===== config.mk =====
export PLATFORM = sky130hd
export DESIGN_NAME = bpg_top
export DESIGN_NICKNAME = d
export VERILOG_FILES = /design/src/hdl/bpg_pkg.sv /design/src/hdl/bpg_top.sv /design/src/hdl/bpg_port.sv /design/src/hdl/bpg_regbank.sv
export SDC_FILE = /design/constraint.sdc
export NUM_CORES = 1
export LEC_CHECK = 0
export ABC_CLOCK_PERIOD_IN_PS = 2300
export BUFFER_PORTS_ARGS = -buffer_cell sky130_fd_sc_hd__buf_2
export CORE_UTILIZATION = 27
export DETAILED_ROUTE_END_ITERATION = 6
export GPL_ROUTABILITY_DRIVEN = 0
export HOLD_SLACK_MARGIN = 0.08
export REMOVE_ABC_BUFFERS = 1
export SYNTH_ARGS = -nofsm -noshare
export SYNTH_HDL_FRONTEND = slang
export SYNTH_SLANG_ARGS = --single-unit

===== constraint.sdc =====
create_clock -name sys_clk -period 2.3 [get_ports sys_clk]
set_clock_uncertainty 0.15 [all_clocks]
set_input_delay 0.23 -clock sys_clk [delete_from_list [all_inputs] [get_ports sys_clk]]
set_output_delay 0.23 -clock sys_clk [all_outputs]
set_load 0.01 [all_outputs]

===== src/hdl/bpg_pkg.sv =====
// Package with register map, reset values and mode encodings for the bus port GPIO block
package bpg_pkg;
   localparam int          BPG_ADDR_W      = 4;
   localparam int          BPG_DATA_W      = 8;
   localparam logic [3:0]  BPG_OFS_HI_DATA = 4'h0;
   localparam logic [3:0]  BPG_OFS_LO_DATA = 4'h1;
   localparam logic [3:0]  BPG_OFS_HI_DIR  = 4'h2;
   localparam logic [3:0]  BPG_OFS_LO_DIR  = 4'h3;
   localparam logic [3:0]  BPG_OFS_RSV_LO  = 4'h4;
   localparam logic [3:0]  BPG_OFS_RSV_HI  = 4'h7;
   localparam logic [3:0]  BPG_OFS_RSV_F   = 4'hf;
   localparam logic [7:0]  BPG_DIR_RST     = 8'h00;
   localparam logic [7:0]  BPG_DATA_RST    = 8'h00;

   typedef enum logic [2:0] {
      BPG_MODE_SS_SINGLE  = 3'b000,
      BPG_MODE_SS_TEST    = 3'b001,
      BPG_MODE_PERIPHERAL = 3'b010,
      BPG_MODE_EM_NARROW  = 3'b011,
      BPG_MODE_NS_SINGLE  = 3'b100,
      BPG_MODE_N_NARROW   = 3'b101,
      BPG_MODE_N_WIDE     = 3'b110,
      BPG_MODE_EM_WIDE    = 3'b111
   } bpg_mode_e;
endpackage


===== src/hdl/bpg_top.sv =====
// Top of the bus port GPIO block: two multiplexed address/data ports and register bank
//
// Our own choice: the plain strobed port.
`timescale 1ns/1ps
module bpg_top
   import bpg_pkg::*;
(
   input  wire logic        sys_clk,
   input  wire logic        sys_rst,
   input  wire logic [2:0]  mode,
   input  wire logic [3:0]  reg_addr,
   input  wire logic [7:0]  reg_wdata,
   input  wire logic        reg_wr,
   input  wire logic        reg_rd,
   output logic      [7:0]  reg_rdata,
   output logic             ext_echo,
   input  wire logic        bus_use,
   input  wire logic [15:0] ext_addr,
   input  wire logic [15:0] ext_wdata,
   input  wire logic        ext_data_phase,
   input  wire logic        ext_data_drive,
   input  wire logic        ext_wide,
   input  wire logic [7:0]  hi_pin_in,
   output logic      [7:0]  hi_pin_out,
   output logic      [7:0]  hi_pin_oe_n,
   input  wire logic [7:0]  lo_pin_in,
   output logic      [7:0]  lo_pin_out,
   output logic      [7:0]  lo_pin_oe_n
);
   logic [7:0] hi_rd;
   logic [7:0] lo_rd;
   logic [7:0] hi_dir;
   logic [7:0] lo_dir;
   logic       hi_data_we;
   logic       lo_data_we;
   logic       hi_dir_we;
   logic       lo_dir_we;
   logic [7:0] hi_bus_out;
   logic [7:0] lo_bus_out;
   logic [7:0] hi_bus_drv;
   logic [7:0] lo_bus_drv;

   ////////////////////////////////////////////////////////////////////////////////
   // Narrow bus carries the low data byte alone on the high port; wide bus puts each byte on its own port
   always_comb
   begin
      if (ext_data_phase)
      begin
         hi_bus_out = ext_wide ? ext_wdata[15:8] : ext_wdata[7:0];
         lo_bus_out = ext_wdata[7:0];
         hi_bus_drv = {8{ext_data_drive}};
         lo_bus_drv = {8{ext_data_drive & ext_wide}};
      end
      else
      begin
         hi_bus_out = ext_addr[15:8];
         lo_bus_out = ext_addr[7:0];
         hi_bus_drv = 8'hff;
         lo_bus_drv = 8'hff;
      end
   end

   ////////////////////////////////////////////////////////////////////////////////
   bpg_regbank u_bank (
      .sys_clk    (sys_clk),
      .sys_rst    (sys_rst),
      .reg_addr   (reg_addr),
      .reg_wr     (reg_wr),
      .reg_rd     (reg_rd),
      .mode       (mode),
      .hi_rd      (hi_rd),
      .lo_rd      (lo_rd),
      .hi_dir     (hi_dir),
      .lo_dir     (lo_dir),
      .hi_data_we (hi_data_we),
      .lo_data_we (lo_data_we),
      .hi_dir_we  (hi_dir_we),
      .lo_dir_we  (lo_dir_we),
      .ext_echo   (ext_echo),
      .reg_rdata  (reg_rdata)
   );

   bpg_port #(.WIDTH(8)) u_hi (
      .sys_clk   (sys_clk),
      .sys_rst   (sys_rst),
      .data_we   (hi_data_we),
      .dir_we    (hi_dir_we),
      .wdata     (reg_wdata),
      .bus_use   (bus_use),
      .bus_out   (hi_bus_out),
      .bus_drive (hi_bus_drv),
      .pin_in    (hi_pin_in),
      .pin_out   (hi_pin_out),
      .pin_oe_n  (hi_pin_oe_n),
      .data_rd   (hi_rd),
      .dir_q     (hi_dir)
   );

   bpg_port #(.WIDTH(8)) u_lo (
      .sys_clk   (sys_clk),
      .sys_rst   (sys_rst),
      .data_we   (lo_data_we),
      .dir_we    (lo_dir_we),
      .wdata     (reg_wdata),
      .bus_use   (bus_use),
      .bus_out   (lo_bus_out),
      .bus_drive (lo_bus_drv),
      .pin_in    (lo_pin_in),
      .pin_out   (lo_pin_out),
      .pin_oe_n  (lo_pin_oe_n),
      .data_rd   (lo_rd),
      .dir_q     (lo_dir)
   );

   ////////////////////////////////////////////////////////////////////////////////
   logic mapped_now;
   assign mapped_now = (mode == BPG_MODE_SS_SINGLE) || (mode == BPG_MODE_NS_SINGLE);

   property p_dir_reset;
      @(posedge sys_clk) $fell(sys_rst) |-> (hi_dir == 8'h00) && (lo_dir == 8'h00);
   endproperty
   a_dir_reset: assert property (p_dir_reset) else $error("direction not zero after reset");

   property p_gpio_oe;
      @(posedge sys_clk) disable iff (sys_rst) !bus_use |-> (hi_pin_oe_n == ~hi_dir);
   endproperty
   a_gpio_oe: assert property (p_gpio_oe) else $error("high port enable not direction");

   property p_read_mix;
      @(posedge sys_clk) disable iff (sys_rst)
         reg_rd && mapped_now && reg_addr == BPG_OFS_LO_DATA && !lo_dir_we
         |=> reg_rdata == $past(lo_rd);
   endproperty
   a_read_mix: assert property (p_read_mix) else $error("low data read wrong");

   property p_dir_write;
      @(posedge sys_clk) disable iff (sys_rst)
         reg_wr && mapped_now && reg_addr == BPG_OFS_HI_DIR ##1 reg_rd && mapped_now
         && reg_addr == BPG_OFS_HI_DIR && !reg_wr |=> reg_rdata == $past(reg_wdata, 2);
   endproperty
   a_dir_write: assert property (p_dir_write) else $error("direction write lost");

   property p_unmapped;
      @(posedge sys_clk) disable iff (sys_rst)
         (reg_rd || reg_wr) && !mapped_now && reg_addr <= BPG_OFS_LO_DIR |-> ext_echo;
   endproperty
   a_unmapped: assert property (p_unmapped) else $error("port access not echoed");

   property p_rsv_zero;
      @(posedge sys_clk) disable iff (sys_rst)
         reg_rd && reg_addr >= BPG_OFS_RSV_LO |=> reg_rdata == 8'h00;
   endproperty
   a_rsv_zero: assert property (p_rsv_zero) else $error("reserved read not zero");

   property p_rsv_periph;
      @(posedge sys_clk) disable iff (sys_rst)
         reg_rd && mode == BPG_MODE_PERIPHERAL |-> ext_echo;
   endproperty
   a_rsv_periph: assert property (p_rsv_periph) else $error("peripheral access not echoed");

   property p_bus_addr;
      @(posedge sys_clk) disable iff (sys_rst)
         bus_use && !ext_data_phase |-> hi_pin_out == ext_addr[15:8] && lo_pin_oe_n == 8'h00;
   endproperty
   a_bus_addr: assert property (p_bus_addr) else $error("address not on pins");

   c_gpio_out: cover property (@(posedge sys_clk) !bus_use && hi_pin_oe_n == 8'h00);
   c_read_pin: cover property (@(posedge sys_clk) reg_rd && reg_addr == BPG_OFS_HI_DATA);
   c_echo:     cover property (@(posedge sys_clk) ext_echo);
endmodule


===== src/hdl/bpg_port.sv =====
// One 8-bit GPIO port: data and direction registers, pin muxing, read source
`timescale 1ns/1ps
module bpg_port
   import bpg_pkg::*;
#(
   parameter int WIDTH = 8
)
(
   input  wire logic             sys_clk,
   input  wire logic             sys_rst,
   input  wire logic             data_we,
   input  wire logic             dir_we,
   input  wire logic [WIDTH-1:0] wdata,
   input  wire logic             bus_use,
   input  wire logic [WIDTH-1:0] bus_out,
   input  wire logic [WIDTH-1:0] bus_drive,
   input  wire logic [WIDTH-1:0] pin_in,
   output logic      [WIDTH-1:0] pin_out,
   output logic      [WIDTH-1:0] pin_oe_n,
   output logic      [WIDTH-1:0] data_rd,
   output logic      [WIDTH-1:0] dir_q
);
   logic [WIDTH-1:0] data_q;

   always_ff @(posedge sys_clk)
   begin
      if (sys_rst)
         data_q <= WIDTH'(BPG_DATA_RST);
      else if (data_we)
         data_q <= wdata;
   end

   always_ff @(posedge sys_clk)
   begin
      if (sys_rst)
         dir_q <= WIDTH'(BPG_DIR_RST);
      else if (dir_we)
         dir_q <= wdata;
   end

   // Bus function owns the drivers while active; GPIO settings wait outside
   always_comb
   begin
      if (bus_use)
      begin
         pin_out  = bus_out;
         pin_oe_n = ~bus_drive;
      end
      else
      begin
         pin_out  = data_q;
         pin_oe_n = ~dir_q;
      end
   end

   assign data_rd = (dir_q & data_q) | (~dir_q & pin_in);
endmodule


===== src/hdl/bpg_regbank.sv =====
// Register port decode and read-back for the bus port bank
`timescale 1ns/1ps
module bpg_regbank
   import bpg_pkg::*;
(
   input  wire logic        sys_clk,
   input  wire logic        sys_rst,
   input  wire logic [3:0]  reg_addr,
   input  wire logic        reg_wr,
   input  wire logic        reg_rd,
   input  wire logic [2:0]  mode,
   input  wire logic [7:0]  hi_rd,
   input  wire logic [7:0]  lo_rd,
   input  wire logic [7:0]  hi_dir,
   input  wire logic [7:0]  lo_dir,
   output logic             hi_data_we,
   output logic             lo_data_we,
   output logic             hi_dir_we,
   output logic             lo_dir_we,
   output logic             ext_echo,
   output logic [7:0]       reg_rdata
);
   logic       ports_mapped;
   logic       rsv_mapped;
   logic       hit_port;
   logic       hit_rsv;
   logic [7:0] next_rdata;

   // Only the two single-chip modes keep the ports on chip; every expanded mode echoes
   assign ports_mapped = (mode == BPG_MODE_SS_SINGLE) || (mode == BPG_MODE_NS_SINGLE);
   assign rsv_mapped   = (mode != BPG_MODE_PERIPHERAL);
   assign hit_port     = ports_mapped && (reg_addr <= BPG_OFS_LO_DIR);
   assign hit_rsv      = rsv_mapped && (((reg_addr >= BPG_OFS_RSV_LO)
                         && (reg_addr <= BPG_OFS_RSV_HI)) || (reg_addr == BPG_OFS_RSV_F));

   // Writes take effect at any time while mapped
   assign hi_data_we = reg_wr && ports_mapped && (reg_addr == BPG_OFS_HI_DATA);
   assign lo_data_we = reg_wr && ports_mapped && (reg_addr == BPG_OFS_LO_DATA);
   assign hi_dir_we  = reg_wr && ports_mapped && (reg_addr == BPG_OFS_HI_DIR);
   assign lo_dir_we  = reg_wr && ports_mapped && (reg_addr == BPG_OFS_LO_DIR);
   // Unclaimed accesses are passed out to the external bus
   assign ext_echo   = (reg_wr || reg_rd) && !hit_port && !hit_rsv;

   always_comb
   begin
      next_rdata = 8'h00;
      if (!ports_mapped)
         next_rdata = 8'h00;
      else if (reg_addr == BPG_OFS_HI_DATA)
         next_rdata = hi_rd;
      else if (reg_addr == BPG_OFS_LO_DATA)
         next_rdata = lo_rd;
      else if (reg_addr == BPG_OFS_HI_DIR)
         next_rdata = hi_dir;
      else if (reg_addr == BPG_OFS_LO_DIR)
         next_rdata = lo_dir;
   end

   // Data stand only in the cycle after the read strobe
   always_ff @(posedge sys_clk)
   begin
      if (sys_rst)
         reg_rdata <= 8'h00;
      else if (reg_rd)
         reg_rdata <= next_rdata;
      else
         reg_rdata <= 8'h00;
   end
endmodule


# ---- Word level (Yosys, flattened, before mapping)
# Cells that the tools add are included.
dict set report classes {
  n_lt_le_gt_ge 3
  n_eq_ne 6
  muxes 13
  bitwise 13
  reduce_logical 18
}
# operator count
set ops {}
lappend ops {{$mux W8} 13}
lappend ops {{$and A8 B8 Y8} 4}
lappend ops {{$not A8 Y8} 4}
lappend ops {{$or A8 B8 Y8} 2}
lappend ops {{$logic_and A1 B1 Y1} 10}
lappend ops {{$eq A4 B2 Y1 const B} 2}
lappend ops {{$eq A4 B1 Y1 const B} 1}
lappend ops {{$eq A4 B4 Y1 const B} 1}
lappend ops {{$ge A4 B3 Y1 const B} 1}
lappend ops {{$le A4 B2 Y1 const B} 1}
lappend ops {{$le A4 B3 Y1 const B} 1}
lappend ops {{$logic_not A4 Y1} 1}
lappend ops {{$eq A3 B3 Y1 const B} 1}
lappend ops {{$logic_not A3 Y1} 1}
lappend ops {{$logic_or A1 B1 Y1} 3}
lappend ops {{$ne A3 B2 Y1 const B} 1}
lappend ops {{$reduce_or A3 Y1} 1}
lappend ops {{$logic_not A1 Y1} 2}
lappend ops {{$not A1 Y1} 2}
lappend ops {{$and A1 B1 Y1} 1}
dict set report totals {
  input_bits 71
  output_inout_bits 41
  reg_bits 40
}

# ---- Depth between registers and ports, before layout
dict set report logic_depth {
  ltp_word 6
  mapped_depth 6
}

# ---- Hierarchy
# From an unflattened synthesis, not the netlist that was laid out.
dict set report hier_totals {
  hier_cells 235
  area_unflattened_um2 2537.4
}
# module cells_each area_each_um2 seq_area_each_um2 n_inst
set by_module_without_submodules {}
lappend by_module_without_submodules {bpg_port 78 858.3 320.3 2}
lappend by_module_without_submodules {bpg_regbank 40 521.8 160.2 1}
lappend by_module_without_submodules {bpg_top 39 299.0 0.0 1}

# ---- Least setup slack after synthesis
# Ideal clock, no wire load.
dict set report synth_path {
  path_type {input port to flip-flop}
  from {input port reg_addr[3]}
  to {register u_hi.data_q[0]}
  t_arrival_ns 1.732
  n_path_buf 2
  cell_stages 6
  slack_ns 0.291
  path_cell_list {or4_1 > buf_2 > or4b_4 > buf_6 > mux2i_1 > nor2_1}
}
dict set report synth_between {
  elab_chain_cells 2
}
# item line
set synth_lines {}
lappend synth_lines {{start: declaration} bpg_top.sv:11} ;# input wire logic [3:0] reg_addr,
lappend synth_lines {{$logic_not A4 Y1} bpg_regbank.sv:37} ;# assign hi_data_we = reg_wr && ports_mapped && (reg_addr == BPG_OFS_HI_DATA);
lappend synth_lines {{$logic_and A1 B1 Y1} bpg_regbank.sv:37}
lappend synth_lines {{end signal: assignment} bpg_port.sv:28} ;# data_q <= WIDTH'(BPG_DATA_RST);
lappend synth_lines {{end signal: assignment} bpg_port.sv:30} ;# data_q <= wdata;
lappend synth_lines {{end: declaration} bpg_port.sv:23} ;# logic [WIDTH-1:0] data_q;
# Every way passes these cells.
# A chain may end at the register's enable or synchronous reset.

# ---- Worst setup path after layout
dict set report layout_path {
  from {input port ext_data_phase}
  to {output port lo_pin_oe_n[2]}
}
dict set report layout_between {
  elab_chain_cells 3
}
# item line
set layout_lines {}
lappend layout_lines {{start: declaration} bpg_top.sv:20} ;# input wire logic ext_data_phase,
lappend layout_lines {{$mux W8} bpg_top.sv:47} ;# if (ext_data_phase)
lappend layout_lines {{$not A8 Y8} bpg_port.sv:47} ;# pin_oe_n = ~bus_drive;
lappend layout_lines {{$mux W8} bpg_port.sv:44} ;# if (bus_use)
lappend layout_lines {{end: declaration} bpg_top.sv:28} ;# output logic [7:0] lo_pin_oe_n
# Every way passes these cells.

==> results_dict.tcl <==
set metrics [dict create \
    fmax_mhz 524.0 \
    cp_data_required_time_ns 1.92 \
    synth_warnings 0 \
    cp-start-kind "primary input" \
    drt_first_pass_iters 5 \
    vias 2666 \
    cp_slowest_cell "nand3_1" \
    wl_per_cell_um 15.82 \
    ant_nets 0 \
    cts_inserted_buffers 5 \
    grt_max_degree 33 \
    r2r_slack_ns 1.13 \
    holdPathEnd "u_bank.reg_rdata[4]$_SDFF_PP0_" \
    hold_path_class "primary input to flop" \
    crit_type "primary input to primary output" \
    setup_tns_ns 0 \
    synth_area_um2 2361 \
    grtUsageTotal_pct 17.76 \
    cts.sink_count 40 \
    ys_ff_latch 40 \
    hold_depth 4 \
    root_buffer "clkbuf_8" \
    rr_endpoint "u_bank.reg_rdata[3]$_SDFF_PP0_" \
    cp_max_fo 20 \
    leakagePower_nw 1.399 \
    synth_cell_types 21 \
    path_common_cell "buf_2" \
    final_layout_size_suffix_gt1_share_pct 33.98 \
    r2r.worst_path.cells 4 \
    combPwrFrac_pct 22.8 \
    vias_per_cell 5.157 \
    max_stage_delay_ns 0.44 \
    first_global_vias 2497 \
    cp.buffers_inverters 2 \
    tightest_slew_ns 0.4757 \
    clk_latency_ns 0.29 \
    multi_input_area_um2 1465 \
    powerDensity_nw_per_um2 448.4 \
    row_count 33 \
    min_from "hi_pin_in[4]" \
    htree_levels 2 \
    dp_hpwl_mm 6.012 \
    finalMaxSlewViolations 0 \
    grt_pass1_wl_mm 12.20 \
    fill_cells 912 \
    cp.depth 4 \
    post_cts_resized 0 \
    io_buffer_count 111 \
    num_io_pins 112 \
    path_clk_slew_ns 0.06 \
    routed_wl_mm 8.179 \
    cts.path.max_buffers 2 \
    overflow 0 \
    netlist_instances 298 \
    post-route-period-util_pct 82.98 \
    area_growth_syn_to_layout_pct 36.04 \
    die_x_um 95.51 \
    finalHoldViolCount 0 \
    antenna_found_initial 0 \
    cts_tree "done" \
    drv_cap 0 \
    regArea_um2 800.8 \
    worstReg2RegStart "u_lo.data_q[3]$_SDFFE_PP0P_" \
    clockPowerShare_pct 28.8 \
    initial_core_util_pct 28.31 \
    crit_path_cell_trace "buf_2 > nand3_1 > o21ai_0 > buf_2" \
    rsz0062_at_grt "false" \
    power.total_mw 1.440 \
    fp.dieH_um 95.51 \
    avgSynthCellArea_um2 7.923 \
    setup_viol 0 \
    p_switching_mw 0.3966 \
    ys_seq_area_share_pct 33.92 \
    seqPwrFrac_pct 48.4 \
    p_int_mw 1.043 \
    outcome "complete, no violations" \
    core_area_um2 8341 \
    slew_headroom_pct 68.29 \
    crit_path_end_kind "primary output" \
    die_area_um2 9122 \
    finalCriticalPeriod_ns 1.909 \
    sw_frac_of_total_pct 27.54 \
    drt_iter0_markers 91 \
    diodes 0 \
    cp_top_family "buffers and inverters" \
    cp.arrival_ns 1.53 \
    ir_drop_mv 0.1836 \
    finalNetCount 485 \
    post-route-drc-count 0 \
    post-cts-setup-buffers 0 \
]
## power groups by stage
stage               registers, mW  clock network (mW)  logic, mW
finish                      0.698               0.414      0.328
global route                0.697               0.461      0.359
CTS                         0.697               0.424      0.331
detailed placement          0.713                   0      0.319
global placement            0.713                   0      0.314
floorplan                   0.713                   0      0.127
## repair_timing
| item | in CTS | in global routing |
|---|---|---|
| endpoints found under the setup margin | 0 | 0 |
| endpoints found under the hold margin | 15 | 0 |
| hold buffers | 8 | 0 |
## synthesized netlist by cell type
library cell / n / area share (%)
or4b_4: 1 / 0.58
clkbuf_1: 21 / 3.3
dfxtp_1: 40 / 34
buf_6: 1 / 0.48
mux2i_1: 40 / 17
a21oi_1: 41 / 8.7
nand3b_1: 2 / 0.64
nor3b_1: 8 / 2.5
nor2_1: 44 / 7.0
nor2b_1: 8 / 2.1
buf_2: 1 / 0.21
o21ai_0: 41 / 8.7
or4b_2: 1 / 0.42
a22oi_1: 1 / 0.32
mux2_2: 8 / 3.8
nand2b_1: 8 / 2.1
nand3_1: 2 / 0.42
nor3_4: 1 / 0.69
or4_1: 2 / 0.64
nand2_1: 19 / 3.0
o32a_1: 8 / 3.4
## sequential cells by signal (all words and copies together), names as in the netlist
| signal | flops |
|---|---|
| u_lo.dir_q | 8 |
| u_hi.data_q | 8 |
| u_bank.reg_rdata | 8 |
| u_hi.dir_q | 8 |
| u_lo.data_q | 8 |
## tightest hold or removal path, cell delays in order
cell     delay, ns
buf_2         0.08
mux2i_1       0.06
o32a_1        0.17
nor2_1        0.08
## worst max-delay path by stage
stage,end,from,slack [ns]
6_report,lo_pin_oe_n[2],ext_data_phase,0.39
3_5_place_dp,u_hi.data_q[1]$_SDFFE_PP0P_,reg_addr[3],0.21
3_3_place_gp,u_hi.data_q[0]$_SDFFE_PP0P_,reg_addr[3],0.26
5_1_grt,hi_pin_oe_n[2],ext_data_phase,0.29
2_1_floorplan,u_hi.data_q[0]$_SDFFE_PP0P_,reg_addr[3],0.32
4_1_cts,hi_pin_oe_n[2],ext_data_phase,0.39
## per-layer routing
layer | up-vias | part of all wire (%) | GRT usage [%] | wire length, µm
met2 | 113 | 46 | 30.42 | 3784
met4 | 0 | 1.5 | 5.846 | 123
met3 | 13 | 7.7 | 3.270 | 629
met5 | - | 0 | 0 | 0
li1 | 1288 | - | - | -
met1 | 1252 | 45 | 22.30 | 3642
## per-stage QoR
stage,instances,hold slack (ns),util (%),setup WS [ns],instance area [µm²]
finish,517,0.2167,38.51,0.3914,3212
global route,517,0.2421,38.51,0.2898,3212
CTS,517,0.2209,38.51,0.3881,3212
detailed placement,504,0.3398,36.72,0.2087,3063
global placement,504,0.3352,36.72,0.2600,3063
floorplan,275,0.1491,-,0.3150,2266
## kinds of logic (layout without fill, tap and decap cells)
logic type / after synthesis / after routing / synth area share (%)
AOI/OAI and AO/OA: 91 / 91 / 21.09
and+or+nand+nor: 96 / 96 / 20.19
buffers and inverters: 23 / 137 / 4.028
DFF: 40 / 40 / 33.92
muxes: 48 / 48 / 20.77
## cells in the final DEF, fill, tap and decap left out
cell / instances
buf_2: 111
nor2_1: 44
a21oi_1: 41
o21ai_0: 41
mux2i_1: 40
dfxtp_1: 40
nand2_1: 19
buf_4: 12
mux2_2: 8
nor2b_1: 8
nor3b_1: 8
nand2b_1: 8
o32a_1: 8
dlygate4sd3_1: 8
clkbuf_8: 5
nand3b_1: 2
nand3_1: 2
or4_1: 2
a22oi_1: 1
nor3_4: 1
or4b_2: 1
or4b_4: 1
buf_12: 1
## cell type report
cell class              count  share of cell area [%]
multi-input cells         235                   45.62
flip-flops and latches     40                   24.93
repair buffers            132                   23.22
well taps                 105                   4.090
clock buffers               5                   2.143
Power figures use the tool's default switching activity.
